[config.mk]
export PLATFORM = sky130hd
export DESIGN_NAME = acr_top
export DESIGN_NICKNAME = d
export VERILOG_FILES = /design/src/design/acr_pkg.sv /design/src/design/acr_top.sv /design/src/design/acr_rate_div.sv /design/src/design/acr_cal_timer.sv
export SDC_FILE = /design/constraint.sdc
export NUM_CORES = 1
export LEC_CHECK = 0
export BUFFER_PORTS_ARGS = -buffer_cell sky130_fd_sc_hd__buf_2
export CELL_PAD_IN_SITES_DETAIL_PLACEMENT = 0
export CELL_PAD_IN_SITES_GLOBAL_PLACEMENT = 1
export CORE_ASPECT_RATIO = 1.25
export CORE_MARGIN = 5
export CORE_UTILIZATION = 53
export CTS_BUF_LIST = sky130_fd_sc_hd__clkbuf_4 sky130_fd_sc_hd__clkbuf_8
export DETAILED_ROUTE_END_ITERATION = 10
export PLACE_DENSITY = 0.93
export SLEW_MARGIN = 20
export SYNTH_ARGS = -nofsm -noshare
export SYNTH_HDL_FRONTEND = slang
export SYNTH_SLANG_ARGS = --single-unit
[constraint.sdc]
create_clock -name ref_clk_i -period 6.45 [get_ports ref_clk_i]
set_input_delay 1.935 -clock ref_clk_i [delete_from_list [all_inputs] [get_ports ref_clk_i]]
set_output_delay 1.935 -clock ref_clk_i [all_outputs]
set_load 0.03 [all_outputs]
[src/design/acr_pkg.sv]
// Package with register map, field positions, codes and timing constants
package acr_pkg;
  // Register file: index, serial address and value after reset
  localparam int NREG = 10;
  localparam int AW = 13;
  localparam int IDX_CHAN = 0;
  localparam int IDX_RATE = 1;
  localparam int IDX_SERIAL = 2;
  localparam int IDX_SCRAMBLE = 3;
  localparam int IDX_CALDLY = 4;
  localparam int IDX_DLOOP = 5;
  localparam int IDX_TSRC = 6;
  localparam int IDX_REFLO = 7;
  localparam int IDX_OUTREF = 8;
  localparam int IDX_SYNTH_EN = 9;
  localparam logic [AW-1:0] REG_ADDR [NREG] = '{13'h0001, 13'h0002, 13'h0004, 13'h0007,
    13'h001E, 13'h0052, 13'h0053, 13'h0054, 13'h0055, 13'h0059};
  localparam logic [7:0] REG_RST [NREG] = '{8'h0F, 8'h00, 8'h9F, 8'h62, 8'h80, 8'h0A,
    8'h45, 8'h00, 8'h48, 8'h41};
  localparam logic [7:0] REG_MASK [NREG] = '{8'hFF, 8'hFF, 8'hFF, 8'hFF, 8'hFF, 8'hFF,
    8'hFF, 8'hFF, 8'hFF, 8'h7F};
  // Field positions
  localparam int POS_IND_DIV = 7;
  localparam int POS_WRATE = 4;
  localparam int POS_CRATE = 0;
  localparam int POS_EDGE = 7;
  localparam int POS_WCK_INV = 7;
  localparam int POS_CAL_ON = 6;
  localparam int POS_RAND = 0;
  localparam int POS_DUTY = 7;
  localparam int POS_PHASE = 4;
  localparam int POS_DL_CLK = 3;
  localparam int POS_DL_ON = 2;
  localparam int POS_CLKBUF = 1;
  localparam int POS_DL_RUN = 0;
  localparam int POS_TSRC = 4;
  localparam int POS_OUTDIV = 4;
  localparam int POS_REFHI = 0;
  localparam int POS_REF_ON = 4;
  // Rate codes
  localparam logic [3:0] RATE_MAX_DIV = 4'h9;
  localparam logic [3:0] WRATE_ZERO_MIN = 4'hD;
  localparam logic [3:0] CRATE_FULL = 4'hF;
  localparam logic [3:0] CRATE_NONE = 4'h0;
  localparam logic [9:0] REFDIV_MIN = 10'h003;
  // Serial frame: read flag, address, then one data byte
  localparam logic [4:0] HDR_LAST = 5'h0F;
  localparam logic [4:0] FRAME_LAST = 5'h17;
  localparam int POS_RD = 15;
  // Calibration start delay: one step per count of the delay setting, plus one step
  localparam int CLK_PERIOD_NS = 50;
  localparam int CAL_STEP_NS = 1000;
  localparam int CAL_STEP_CYC = (CAL_STEP_NS + CLK_PERIOD_NS - 1) / CLK_PERIOD_NS;
endpackage : acr_pkg

[src/design/acr_top.sv]
// Clock, output rate and delay loop configuration with serial register access
`timescale 1ns/1ns
module acr_top #(
  parameter int CAL_STEP_CYC = acr_pkg::CAL_STEP_CYC
) (
  input wire logic ref_clk_i,
  input wire logic rst_i,
  input wire logic spi_sclk_i,
  input wire logic spi_cs_n_i,
  input wire logic spi_sdi_i,
  output logic spi_sdo_o,
  output logic spi_sdo_oe_n_o,
  input wire logic adc_valid_i,
  input wire logic [11:0] adc_data_i,
  input wire logic phase_delay_on_i,
  input wire logic calib_request_i,
  output logic out_valid_o,
  output logic [11:0] out_data_o,
  output logic word_clock_pin_o,
  output logic output_clock_pins_p_o,
  output logic output_clock_pins_n_o,
  output logic [2:0] out_clock_phase_o,
  output logic duty_correct_on_o,
  output logic delay_loop_on_o,
  output logic delay_loop_reset_o,
  output logic clock_buffer_on_o,
  output logic timing_source_synth_o,
  output logic [9:0] synth_ref_ratio_o,
  output logic [3:0] synth_out_ratio_o,
  output logic calib_busy_o,
  output logic calib_start_o
);
  logic [7:0] reg_q [acr_pkg::NREG];
  logic [acr_pkg::NREG-1:0] hit;
  logic sclk_q;
  logic sclk_rise;
  logic sclk_fall;
  logic [4:0] cnt_q;
  logic [15:0] shift_q;
  logic [15:0] hdr_q;
  logic wr_stb_q;
  logic [7:0] wr_data_q;
  logic [7:0] rd_shift_q;
  logic [7:0] rd_data;
  logic rd_phase;
  logic out_edge;
  logic ld_q;

  // Serial register port
  assign sclk_rise = spi_sclk_i && !sclk_q;
  assign sclk_fall = !spi_sclk_i && sclk_q;
  assign rd_phase = hdr_q[acr_pkg::POS_RD] && (cnt_q > acr_pkg::HDR_LAST);
  assign out_edge = reg_q[acr_pkg::IDX_SERIAL][acr_pkg::POS_EDGE] ? sclk_fall : sclk_rise;

  always_ff @(posedge ref_clk_i) begin
    if (rst_i) begin
      sclk_q <= 1'b0;
    end else begin
      sclk_q <= spi_sclk_i;
    end
  end

  always_ff @(posedge ref_clk_i) begin
    if (rst_i || spi_cs_n_i) begin
      cnt_q <= 5'h00;
      shift_q <= 16'h0000;
      hdr_q <= 16'h0000;
      wr_stb_q <= 1'b0;
      wr_data_q <= 8'h00;
    end else begin
      wr_stb_q <= 1'b0;
      if (sclk_rise) begin
        shift_q <= {shift_q[14:0], spi_sdi_i};
        if (cnt_q != 5'h1F) begin
          cnt_q <= 5'(cnt_q + 5'h01);
        end
        if (cnt_q == acr_pkg::HDR_LAST) begin
          hdr_q <= {shift_q[14:0], spi_sdi_i};
        end
        if (cnt_q == acr_pkg::FRAME_LAST && !hdr_q[acr_pkg::POS_RD]) begin
          wr_stb_q <= 1'b1;
          wr_data_q <= {shift_q[6:0], spi_sdi_i};
        end
      end
    end
  end
  always_comb begin
    rd_data = 8'h00;
    for (int k = 0; k < acr_pkg::NREG; k++) begin
      if (hit[k]) begin
        rd_data = reg_q[k] & acr_pkg::REG_MASK[k];
      end
    end
  end

  always_ff @(posedge ref_clk_i) begin
    if (rst_i || spi_cs_n_i) begin
      ld_q <= 1'b0;
      rd_shift_q <= 8'h00;
      spi_sdo_o <= 1'b0;
      spi_sdo_oe_n_o <= 1'b1;
    end else begin
      spi_sdo_oe_n_o <= !rd_phase;
      ld_q <= sclk_rise && cnt_q == acr_pkg::HDR_LAST && shift_q[acr_pkg::POS_RD - 1];
      if (ld_q && reg_q[acr_pkg::IDX_SERIAL][acr_pkg::POS_EDGE]) begin
        rd_shift_q <= rd_data;
      end else if (ld_q || (rd_phase && out_edge)) begin
        spi_sdo_o <= ld_q ? rd_data[7] : rd_shift_q[7];
        rd_shift_q <= ld_q ? {rd_data[6:0], 1'b0} : {rd_shift_q[6:0], 1'b0};
      end
    end
  end

  // Register file, unmapped addresses read zero and ignore writes
  for (genvar i = 0; i < acr_pkg::NREG; i++) begin : g_reg
    assign hit[i] = (hdr_q[acr_pkg::AW-1:0] == acr_pkg::REG_ADDR[i]);
    always_ff @(posedge ref_clk_i) begin
      if (rst_i) begin
        reg_q[i] <= acr_pkg::REG_RST[i];
      end else if (wr_stb_q && hit[i]) begin
        reg_q[i] <= wr_data_q & acr_pkg::REG_MASK[i];
      end
    end
  end

  // Decoded settings
  logic ind_on;
  logic [3:0] word_rate;
  logic [3:0] clk_code;
  logic [3:0] clk_eff;
  logic clk_none;
  logic dl_on;
  logic dl_block;
  logic data_run;
  logic clk_run;
  logic [9:0] ref_div;
  logic data_tick;
  logic clk_tick;
  logic [3:0] data_pow;
  logic [3:0] clk_pow;
  logic [11:0] sample_q;
  logic wck_raw_q;
  logic wck_raw_d;

  assign ind_on = reg_q[acr_pkg::IDX_CHAN][acr_pkg::POS_IND_DIV];
  assign word_rate = reg_q[acr_pkg::IDX_RATE][acr_pkg::POS_WRATE +: 4];
  assign clk_code = reg_q[acr_pkg::IDX_RATE][acr_pkg::POS_CRATE +: 4];
  assign dl_on = reg_q[acr_pkg::IDX_DLOOP][acr_pkg::POS_DL_ON];
  assign ref_div = {reg_q[acr_pkg::IDX_OUTREF][acr_pkg::POS_REFHI +: 2],
    reg_q[acr_pkg::IDX_REFLO]};

  // Clock follows the word rate unless the independent divider is on
  always_comb begin
    if (ind_on) begin
      clk_eff = clk_code;
    end else if (word_rate != 4'h0 && word_rate <= acr_pkg::RATE_MAX_DIV) begin
      clk_eff = word_rate;
    end else begin
      clk_eff = acr_pkg::CRATE_FULL;
    end
  end

  assign clk_none = (clk_eff == acr_pkg::CRATE_NONE) ||
    (clk_eff > acr_pkg::RATE_MAX_DIV && clk_eff != acr_pkg::CRATE_FULL);
  assign dl_block = dl_on && (!reg_q[acr_pkg::IDX_DLOOP][acr_pkg::POS_DL_CLK] ||
    !reg_q[acr_pkg::IDX_DLOOP][acr_pkg::POS_DL_RUN]);
  assign data_run = reg_q[acr_pkg::IDX_DLOOP][acr_pkg::POS_CLKBUF] && !dl_block;
  assign clk_run = data_run && !clk_none;
  // Reserved word rate codes are left to the host to avoid; they pass full rate
  assign data_pow = (word_rate <= acr_pkg::RATE_MAX_DIV) ? word_rate : 4'h0;
  assign clk_pow = (clk_eff <= acr_pkg::RATE_MAX_DIV) ? clk_eff : 4'h0;
  assign wck_raw_d = data_tick ? !wck_raw_q : wck_raw_q;

  acr_rate_div u_data_div (
    .ref_clk_i(ref_clk_i),
    .rst_i(rst_i),
    .tick_i(adc_valid_i && data_run),
    .pow_i(data_pow),
    .tick_o(data_tick)
  );

  acr_rate_div u_clk_div (
    .ref_clk_i(ref_clk_i),
    .rst_i(rst_i),
    .tick_i(adc_valid_i && clk_run),
    .pow_i(clk_pow),
    .tick_o(clk_tick)
  );

  // Output data path
  always_ff @(posedge ref_clk_i) begin
    if (rst_i) begin
      sample_q <= 12'h000;
      out_valid_o <= 1'b0;
      out_data_o <= 12'h000;
    end else begin
      if (adc_valid_i) begin
        sample_q <= adc_data_i;
      end
      out_valid_o <= data_tick && data_run;
      if (data_tick) begin
        if (word_rate >= acr_pkg::WRATE_ZERO_MIN) begin
          out_data_o <= 12'h000;
        end else if (reg_q[acr_pkg::IDX_SCRAMBLE][acr_pkg::POS_RAND]) begin
          out_data_o <= {sample_q[11:1] ^ {11{sample_q[0]}}, sample_q[0]};
        end else begin
          out_data_o <= sample_q;
        end
      end
    end
  end

  // Word clock toggles once per output word
  always_ff @(posedge ref_clk_i) begin
    if (rst_i) begin
      wck_raw_q <= 1'b0;
      word_clock_pin_o <= 1'b0;
    end else begin
      wck_raw_q <= wck_raw_d;
      word_clock_pin_o <= wck_raw_d ^ reg_q[acr_pkg::IDX_SCRAMBLE][acr_pkg::POS_WCK_INV];
    end
  end

  // Differential output clock, both legs low while stopped
  always_ff @(posedge ref_clk_i) begin
    if (rst_i) begin
      output_clock_pins_p_o <= 1'b0;
      output_clock_pins_n_o <= 1'b0;
    end else if (!clk_run) begin
      output_clock_pins_p_o <= 1'b0;
      output_clock_pins_n_o <= 1'b0;
    end else if (clk_tick) begin
      output_clock_pins_p_o <= !output_clock_pins_p_o;
      output_clock_pins_n_o <= output_clock_pins_p_o;
    end else begin
      output_clock_pins_n_o <= !output_clock_pins_p_o;
    end
  end

  // Delay loop, timing source and synthesizer dividers
  always_ff @(posedge ref_clk_i) begin
    if (rst_i) begin
      out_clock_phase_o <= 3'h0;
      duty_correct_on_o <= 1'b0;
      delay_loop_on_o <= 1'b0;
      delay_loop_reset_o <= 1'b1;
      clock_buffer_on_o <= 1'b1;
      timing_source_synth_o <= 1'b0;
      synth_ref_ratio_o <= 10'h001;
      synth_out_ratio_o <= 4'h4;
    end else begin
      out_clock_phase_o <= (dl_on && phase_delay_on_i && word_rate == 4'h0) ?
        reg_q[acr_pkg::IDX_DLOOP][acr_pkg::POS_PHASE +: 3] : 3'h0;
      duty_correct_on_o <= reg_q[acr_pkg::IDX_DLOOP][acr_pkg::POS_DUTY];
      delay_loop_on_o <= dl_on;
      delay_loop_reset_o <= !reg_q[acr_pkg::IDX_DLOOP][acr_pkg::POS_DL_RUN];
      clock_buffer_on_o <= reg_q[acr_pkg::IDX_DLOOP][acr_pkg::POS_CLKBUF];
      timing_source_synth_o <= reg_q[acr_pkg::IDX_TSRC][acr_pkg::POS_TSRC];
      if (!reg_q[acr_pkg::IDX_SYNTH_EN][acr_pkg::POS_REF_ON] || ref_div < acr_pkg::REFDIV_MIN) begin
        synth_ref_ratio_o <= 10'h001;
      end else begin
        synth_ref_ratio_o <= ref_div;
      end
      synth_out_ratio_o <= (reg_q[acr_pkg::IDX_OUTREF][acr_pkg::POS_OUTDIV +: 4] == 4'h0) ?
        4'h1 : reg_q[acr_pkg::IDX_OUTREF][acr_pkg::POS_OUTDIV +: 4];
    end
  end

  acr_cal_timer #(
    .STEP_CYC(CAL_STEP_CYC)
  ) u_cal (
    .ref_clk_i(ref_clk_i),
    .rst_i(rst_i),
    .start_i(calib_request_i),
    .delay_on_i(reg_q[acr_pkg::IDX_SCRAMBLE][acr_pkg::POS_CAL_ON]),
    .delay_val_i(reg_q[acr_pkg::IDX_CALDLY]),
    .busy_o(calib_busy_o),
    .fire_o(calib_start_o)
  );

  // Checks
  zero_data_a : assert property (@(posedge ref_clk_i) disable iff (rst_i)
    (data_tick && word_rate >= acr_pkg::WRATE_ZERO_MIN) |=> out_data_o == 12'h000)
    else $error("data not zero for zero-output word rate");
  full_rate_a : assert property (@(posedge ref_clk_i) disable iff (rst_i)
    (adc_valid_i && data_run && word_rate == 4'h0) [*3] |-> ##1 out_valid_o)
    else $error("full word rate dropped a word");
  clock_quiet_a : assert property (@(posedge ref_clk_i) disable iff (rst_i)
    clk_none |=> (!output_clock_pins_p_o && !output_clock_pins_n_o))
    else $error("clock pins active with no-clock code");
  buffer_off_a : assert property (@(posedge ref_clk_i) disable iff (rst_i)
    !reg_q[acr_pkg::IDX_DLOOP][acr_pkg::POS_CLKBUF] [*3] |-> !out_valid_o)
    else $error("output words with clock buffer off");
  loop_reset_a : assert property (@(posedge ref_clk_i) disable iff (rst_i)
    $fell(reg_q[acr_pkg::IDX_DLOOP][acr_pkg::POS_DL_RUN]) |=> delay_loop_reset_o)
    else $error("delay loop not held in reset");
  ref_ratio_a : assert property (@(posedge ref_clk_i) disable iff (rst_i)
    (reg_q[acr_pkg::IDX_SYNTH_EN][acr_pkg::POS_REF_ON] && ref_div >= acr_pkg::REFDIV_MIN)
    |=> synth_ref_ratio_o == $past(ref_div))
    else $error("reference ratio wrong");
  out_ratio_a : assert property (@(posedge ref_clk_i) disable iff (rst_i)
    (reg_q[acr_pkg::IDX_OUTREF][acr_pkg::POS_OUTDIV +: 4] == 4'h0) |=> synth_out_ratio_o == 4'h1)
    else $error("undivided output ratio wrong");
  word_clock_a : assert property (@(posedge ref_clk_i) disable iff (rst_i)
    out_valid_o |-> word_clock_pin_o == (wck_raw_q ^
    $past(reg_q[acr_pkg::IDX_SCRAMBLE][acr_pkg::POS_WCK_INV])))
    else $error("word clock polarity wrong");
  decimate_c : cover property (@(posedge ref_clk_i) disable iff (rst_i)
    out_valid_o && word_rate == 4'h3);
  indep_clock_c : cover property (@(posedge ref_clk_i) disable iff (rst_i) ind_on && clk_tick);
  reg_write_c : cover property (@(posedge ref_clk_i) disable iff (rst_i)
    wr_stb_q && hit[acr_pkg::IDX_DLOOP]);
endmodule : acr_top

[src/design/acr_rate_div.sv]
// Power-of-two tick divider
`timescale 1ns/1ns
module acr_rate_div (
  input wire logic ref_clk_i,
  input wire logic rst_i,
  input wire logic tick_i,
  input wire logic [3:0] pow_i,
  output logic tick_o
);
  logic [9:0] cnt_q;
  logic [9:0] lim;

  assign lim = 10'((10'h001 << pow_i) - 10'h001);

  always_ff @(posedge ref_clk_i) begin
    if (rst_i) begin
      cnt_q <= 10'h000;
      tick_o <= 1'b0;
    end else begin
      tick_o <= 1'b0;
      if (tick_i) begin
        if (cnt_q >= lim) begin
          cnt_q <= 10'h000;
          tick_o <= 1'b1;
        end else begin
          cnt_q <= 10'(cnt_q + 10'h001);
        end
      end
    end
  end
endmodule : acr_rate_div

[src/design/acr_cal_timer.sv]
// Calibration start delay timer
`timescale 1ns/1ns
module acr_cal_timer #(
  parameter int STEP_CYC = acr_pkg::CAL_STEP_CYC
) (
  input wire logic ref_clk_i,
  input wire logic rst_i,
  input wire logic start_i,
  input wire logic delay_on_i,
  input wire logic [7:0] delay_val_i,
  output logic busy_o,
  output logic fire_o
);
  logic [19:0] cnt_q;

  always_ff @(posedge ref_clk_i) begin
    if (rst_i) begin
      cnt_q <= 20'h00000;
      busy_o <= 1'b0;
      fire_o <= 1'b0;
    end else begin
      fire_o <= 1'b0;
      if (!busy_o && start_i) begin
        if (delay_on_i) begin
          cnt_q <= 20'((20'(delay_val_i) + 20'h00001) * 20'(STEP_CYC));
          busy_o <= 1'b1;
        end else begin
          fire_o <= 1'b1;
        end
      end else if (busy_o) begin
        if (cnt_q <= 20'h00001) begin
          busy_o <= 1'b0;
          fire_o <= 1'b1;
        end else begin
          cnt_q <= 20'(cnt_q - 20'h00001);
        end
      end
    end
  end

  undelayed_start_a : assert property (@(posedge ref_clk_i) disable iff (rst_i)
    (!busy_o && start_i && !delay_on_i) |=> fire_o)
    else $error("calibration did not start at once with delay off");
  delay_hold_a : assert property (@(posedge ref_clk_i) disable iff (rst_i)
    (!busy_o && start_i && delay_on_i) |=> (busy_o && !fire_o))
    else $error("calibration started before its delay");
  cal_delay_c : cover property (@(posedge ref_clk_i) disable iff (rst_i)
    busy_o ##1 fire_o);
endmodule : acr_cal_timer

# ---- Yosys cells after proc, flatten, opt, wreduce, memory -nomap -nowiden
# Memories as Yosys holds them, arrays and structs flattened.
# Cells that the tools add are included.
dict set report totals {
  ff_bits 152
  ram_bits 80
  inputBits 20
  out_inout_bits 42
  wordCells 234
  n_memories 1
}
# name words width read_ports rd_ports_with_merged_regs write_ports line_no
set mem_list {}
lappend mem_list {reg_q 10 8 10 0 10 acr_top.sv:33} ;# logic [7:0] reg_q [acr_pkg::NREG];
dict set report op_classes {
  addsub 7
  multipliers 1
  order_cmp 9
  n_eq_ne 16
  n_shift 2
  muxes 83
  bitwise 18
  n_reduce_logical 64
}
# operator n
set ops {}
lappend ops {{two-way mux 8 bit} 23}
lappend ops {{two-way mux 20 bit} 4}
lappend ops {{equality test 13 x 7 -> 1 bit (second input constant)} 5}
lappend ops {{two-way mux 1 bit} 47}
lappend ops {{logical AND 1 bit} 29}
lappend ops {{equality test 13 x 3 -> 1 bit (second input constant)} 2}
lappend ops {{two-way mux 12 bit} 2}
lappend ops {{adder 10 x 1 -> 10 bit (second input constant)} 2}
lappend ops {{greater-or-equal comparator 10 bit} 2}
lappend ops {{less-or-equal comparator 20 x 1 -> 1 bit (second input constant)} 1}
lappend ops {{multiplier 20 x 3 -> 18 bit (second input constant)} 1}
lappend ops {{two-way mux 10 bit} 2}
lappend ops {{<< shifter 1 x 4 -> 10 bit (first input constant)} 2}
lappend ops {{subtractor 10 x 1 -> 10 bit (second input constant)} 2}
lappend ops {{subtractor 20 x 1 -> 20 bit (second input constant)} 1}
lappend ops {{two-way mux 4 bit} 4}
lappend ops {{OR reduction 2 bit} 7}
lappend ops {{equality test 13 x 1 -> 1 bit (second input constant)} 1}
lappend ops {{equality test 13 x 2 -> 1 bit (second input constant)} 1}
lappend ops {{equality test 13 x 5 -> 1 bit (second input constant)} 1}
lappend ops {{logical NOT 1 bit} 12}
lappend ops {{logical NOT 4 bit} 3}
lappend ops {{bitwise XOR 11 bit} 1}
lappend ops {{less-than comparator 10 x 2 -> 1 bit (second input constant)} 1}
lappend ops {{20 further kinds} 44}

# ---- Longest topological paths before layout
dict set report logic_depth {
  depth_word 14
  mapped_depth 19
  ltp_nobuf 18
}

# ---- Hierarchy
# A second synthesis with hierarchy kept.
dict set report unflattened {
  cells_unflattened 1269
  hier_area_um2 12054.1
}
# mod n_inst cells_each area_per_inst_um2
set by_module_without_submodules {}
lappend by_module_without_submodules {acr_top 1 815 8262.9}
lappend by_module_without_submodules {acr_cal_timer 1 233 1899.3}
lappend by_module_without_submodules {{acr_rate_div at u_clk_div} 1 115 945.9}
lappend by_module_without_submodules {{acr_rate_div at u_data_div} 1 106 945.9}

# ---- Least setup slack after synthesis
# Ideal clock, no wire load.
dict set report synth_path {
  path_type {register to register}
  start {memory reg_q[1][7], in the netlist reg_q[0][15]}
  end {register u_clk_div.cnt_q[7]}
  arrival_ps 4330
  required_time_ps 6380
  setup_slack_ps 2050
  path_stages_with_launch 18
  path_buffers 1
  synth_period_minus_slack_ps 4400
  cell_sequence {edfxtp_1 buf_6 a211o_1 a2bb2oi_2 or4b_4 nand2_1 ha_1 mux2i_1 nor3_1 a21oi_1 ha_1 and4_1 a2111oi_0 o21ai_0 a221o_1 or3b_1 or4_1 a21oi_1}
}
# element line_no
set synth_rtl {}
lappend synth_rtl {{start, declared} acr_top.sv:33}
lappend synth_rtl {{end signal, assigned} acr_rate_div.sv:26} ;# cnt_q <= 10'(cnt_q + 10'h001);
lappend synth_rtl {{end, declared} acr_rate_div.sv:10} ;# logic [9:0] cnt_q;

==> impl_metrics.py <==
metrics = {
    "outcome": {
        "outcome": "completed",
    },
    "route": {
        "drt_pass1_iterations": 5,
        "vias_per_cell": 5.79,
        "wl_met2_um": 13000,
        "top_layer_used": "met4",
        "routedWlPerCell_um": 17.2,
        "drt-initial-drc-count": 864,
        "wl_um": 27700,
        "vias": 9347,
        "wl_met1_um": 12100,
        "ant_nets": 0,
        "dr_wl_met3_um": 1520,
        "drc": 0,
    },
    "placement": {
        "gp_congestion": 1.01,
        "hpwl_um": 19200,
        "io_buffers": 61,
        "place_ws_ns": 1.51,
        "dpl.cell_count": 1545,
    },
    "timing": {
        "fin_skew_ns": 0.0207,
        "fin_setup_tns_ns": 0,
        "relSlewSlack_pct": 27.0,
        "worst_slew_pin_slew_ns": 1.08,
        "rsz0062_at_grt": "false",
        "finalSetupViolations": 0,
        "layout_min_cycle_time_ns": 4.98,
        "final-hold-violation-count": 0,
        "final.period_utilization_pct": 77.3,
        "fmax_ghz": 0.201,
        "drv_slew": 0,
        "fin_ws_ns": 1.47,
    },
    "final_layout": {
        "multi_input_area_mm2": 0.00587,
        "drive_gt1_share_pct": 11.3,
        "stdcell_count": 1614,
        "insertedDiodeCount": 0,
        "seqCellArea_mm2": 0.00538,
        "area_growth_pct": 11.4,
        "mostFrequentLayoutCell": "dfxtp_1",
        "final_cell_mix": "150 x dfxtp_1, 127 x nand2_1, 120 x nor2_1",
        "fillers": 1883,
        "nNetsFinal": 1372,
    },
    "synthesis": {
        "ys_ff_latch": 229,
        "synth_warnings": 0,
        "syn_inst": 1267,
        "synth_edf_count": 79,
        "postSynthAreaPerCell_um2": 9.13,
        "async_flop_share_pct": 0,
        "ys_seq_area_share_pct": 46.5,
        "syn-cell-area_mm2": 0.0116,
        "yosysUniqueCellTypes": 73,
        "ys.flop_type": "dfxtp_1",
    },
    "worst_setup_path": {
        "critPathMaxFanout": 20,
        "cp.arrival_ns": 5.45,
        "crit_path_cell_trace": "or2_2, o32ai_1, or4b_4, nand2_1, ha_1, mux2i_1, nor3_1, a21oi_1, ha_1, and4_1, a2111oi_0, o21ai_0, a221o_1, or3b_1, or4_1, a21oi_1",
        "critical_path_required_ns": 6.91,
        "cpPeakStageDelay_ns": 0.63,
        "ff2ff_path_depth": 16,
        "worst_setup_path_start_kind": "flop",
        "critPathKind": "reg2reg",
        "cp_slowest_cell": "edfxtp_1",
        "end_kind": "flop",
        "ff2ff_setup_slack_ns": 1.47,
    },
    "floorplan": {
        "die-area_mm2": 0.0249,
        "die_w_um": 142,
        "core-area_mm2": 0.0215,
        "die_height_um": 175,
        "start_util_pct": 53.7,
        "ios": 62,
        "rows": 60,
    },
    "global_routing": {
        "grt_max_degree": 48,
        "first_global_vias": 8847,
        "grt.overflow.total": 0,
        "antenna_found_initial": 0,
        "grt_pass1_wl_um": 45500,
        "grt_usage_pct": 22.2,
    },
    "power_and_ir_drop": {
        "fin_total_pwr_w": 0.00341,
        "p_leak_nw": 4.97,
        "vdd_drop_max_uv": 163,
        "pwr_density_cell_mw_per_mm2": 265,
    },
    "clocking": {
        "postCtsHoldBufs": 0,
        "clkTransAtPathRegs_ns": 0.06,
        "clock_latency_ns": 0.54,
        "clockBufferDepth": 3,
        "cts_tree": "built",
        "cts_root_buf": "clkbuf_8",
        "cts_setup_buffers": 0,
        "cts_resized": 0,
        "cts_sinks": 229,
        "cts_inserted_buffers": 39,
        "htree_levels": 2,
    },
    "min_path": {
        "hp-class": "reg2reg",
        "hold_depth": 2,
    },
    "job": {
        "maxCapViolCount": 0,
    },
}
layer usage:
layer / up-vias / track usage, %
met5: - / 0
met4: 0 / 9.28
met3: 73 / 3.53
met2: 283 / 36.3
met1: 4397 / 29.1
li1: 4594 / -
through the flow:
stage	area [µm²]	util, %	hold slack (ns)
global route	12900	59.8	0.468
finish	12900	59.8	0.452
detailed placement	12000	55.7	0.443
floorplan	11600	-	0.428
global placement	12000	55.7	0.437
CTS	12900	59.7	0.448
state kept, by name, summed over array words and instances (netlist names), 5 cells and up:
| signal | cells |
|---|---|
| u_clk_div.cnt_q | 10 |
| reg_q | 79 |
| synth_ref_ratio_o | 10 |
| u_data_div.cnt_q | 10 |
| shift_q | 15 |
| sample_q | 12 |
| cnt_q | 5 |
| hdr_q | 14 |
| out_data_o | 12 |
| wr_data_q | 8 |
| u_cal.cnt_q | 20 |
| rd_shift_q | 8 |
where the power goes:
group	internal, W	total [W]	switching [W]	leakage (nW)
Clock	0.000865	0.00144	0.000579	0.448
Combinational	0.000144	0.000370	0.000227	2.62
Sequential	0.00155	0.00160	0.0000502	1.91
Total	0.00256	0.00341	0.000855	4.97
final timing paths:
| check | startpoint | to |
|---|---|---|
| min reg2reg | shift_q[14]$_SDFFE_PP0P_ | ld_q$_SDFF_PP0_ |
| max | reg_q[0][15]$_SDFFCE_PN0P_ | u_clk_div.cnt_q[7]$_SDFFE_PP0P_ |
| min | shift_q[14]$_SDFFE_PP0P_ | ld_q$_SDFF_PP0_ |
| max reg2reg | reg_q[0][15]$_SDFFCE_PN0P_ | u_clk_div.cnt_q[7]$_SDFFE_PP0P_ |
cells in the mapped netlist (all sizes together) (4+ instances only):
| library cell | number | area [µm²] |
|---|---|---|
| a22o | 4 | 35.0 |
| dfxtp | 150 | 3000 |
| a22oi | 9 | 67.6 |
| o32ai | 7 | 61.3 |
| nor2 | 120 | 450 |
| o31ai | 6 | 45.0 |
| o21a | 6 | 45.0 |
| and3 | 26 | 163 |
| and2 | 77 | 482 |
| nand2b | 29 | 181 |
| xor2 | 23 | 201 |
| a211oi | 5 | 37.5 |
| nor3 | 30 | 150 |
| nor4 | 9 | 56.3 |
| o21ai | 63 | 315 |
| a21oi | 94 | 470 |
| or3 | 16 | 100 |
| nand2 | 127 | 477 |
| inv | 19 | 71.3 |
| nor2b | 35 | 219 |
| a2bb2oi | 4 | 41.3 |
| edfxtp | 79 | 2370 |
| mux2i | 32 | 320 |
| or2 | 6 | 37.5 |
| nor3b | 9 | 67.6 |
| and3b | 10 | 87.6 |
| o211ai | 4 | 30.0 |
| xnor2 | 21 | 184 |
| a31oi | 8 | 50.1 |
| ha | 44 | 551 |
| a21o | 10 | 75.1 |
| buf | 8 | 41.3 |
| nand3 | 38 | 190 |
| nand4 | 13 | 81.3 |
| o22ai | 11 | 68.8 |
| clkbuf | 62 | 236 |
critical path: cells and delay by family, from the launching register on:
| family | cells | cell delay (ns) |
|---|---|---|
| simple gates | 7 | 1.87 |
| fa+ha+maj | 2 | 0.57 |
| mux | 1 | 0.15 |
| flops | 1 | 0.63 |
| compound gates | 6 | 1.72 |
cell type report:
cell class | count | area share, %
tap | 279 | 2.71
timing repair buffer | 68 | 2.78
sequential | 229 | 41.7
clock inverter | 17 | 1.58
inverter | 19 | 0.553
clock buffer | 52 | 5.12
multi-input combinational | 950 | 45.5
cell families after synthesis:
family / Yosys count / synth area share [%]
buffers and inverters: 89 / 3.02
muxes: 35 / 3.06
and+or+nand+nor: 562 / 25.0
adders and majority gates: 45 / 4.93
other: 1 / 0.0324
DFF: 229 / 46.5
AOI/OAI and AO/OA: 262 / 14.1
xor gates and xnor gates: 44 / 3.33
(Power assumes the default switching activity.)
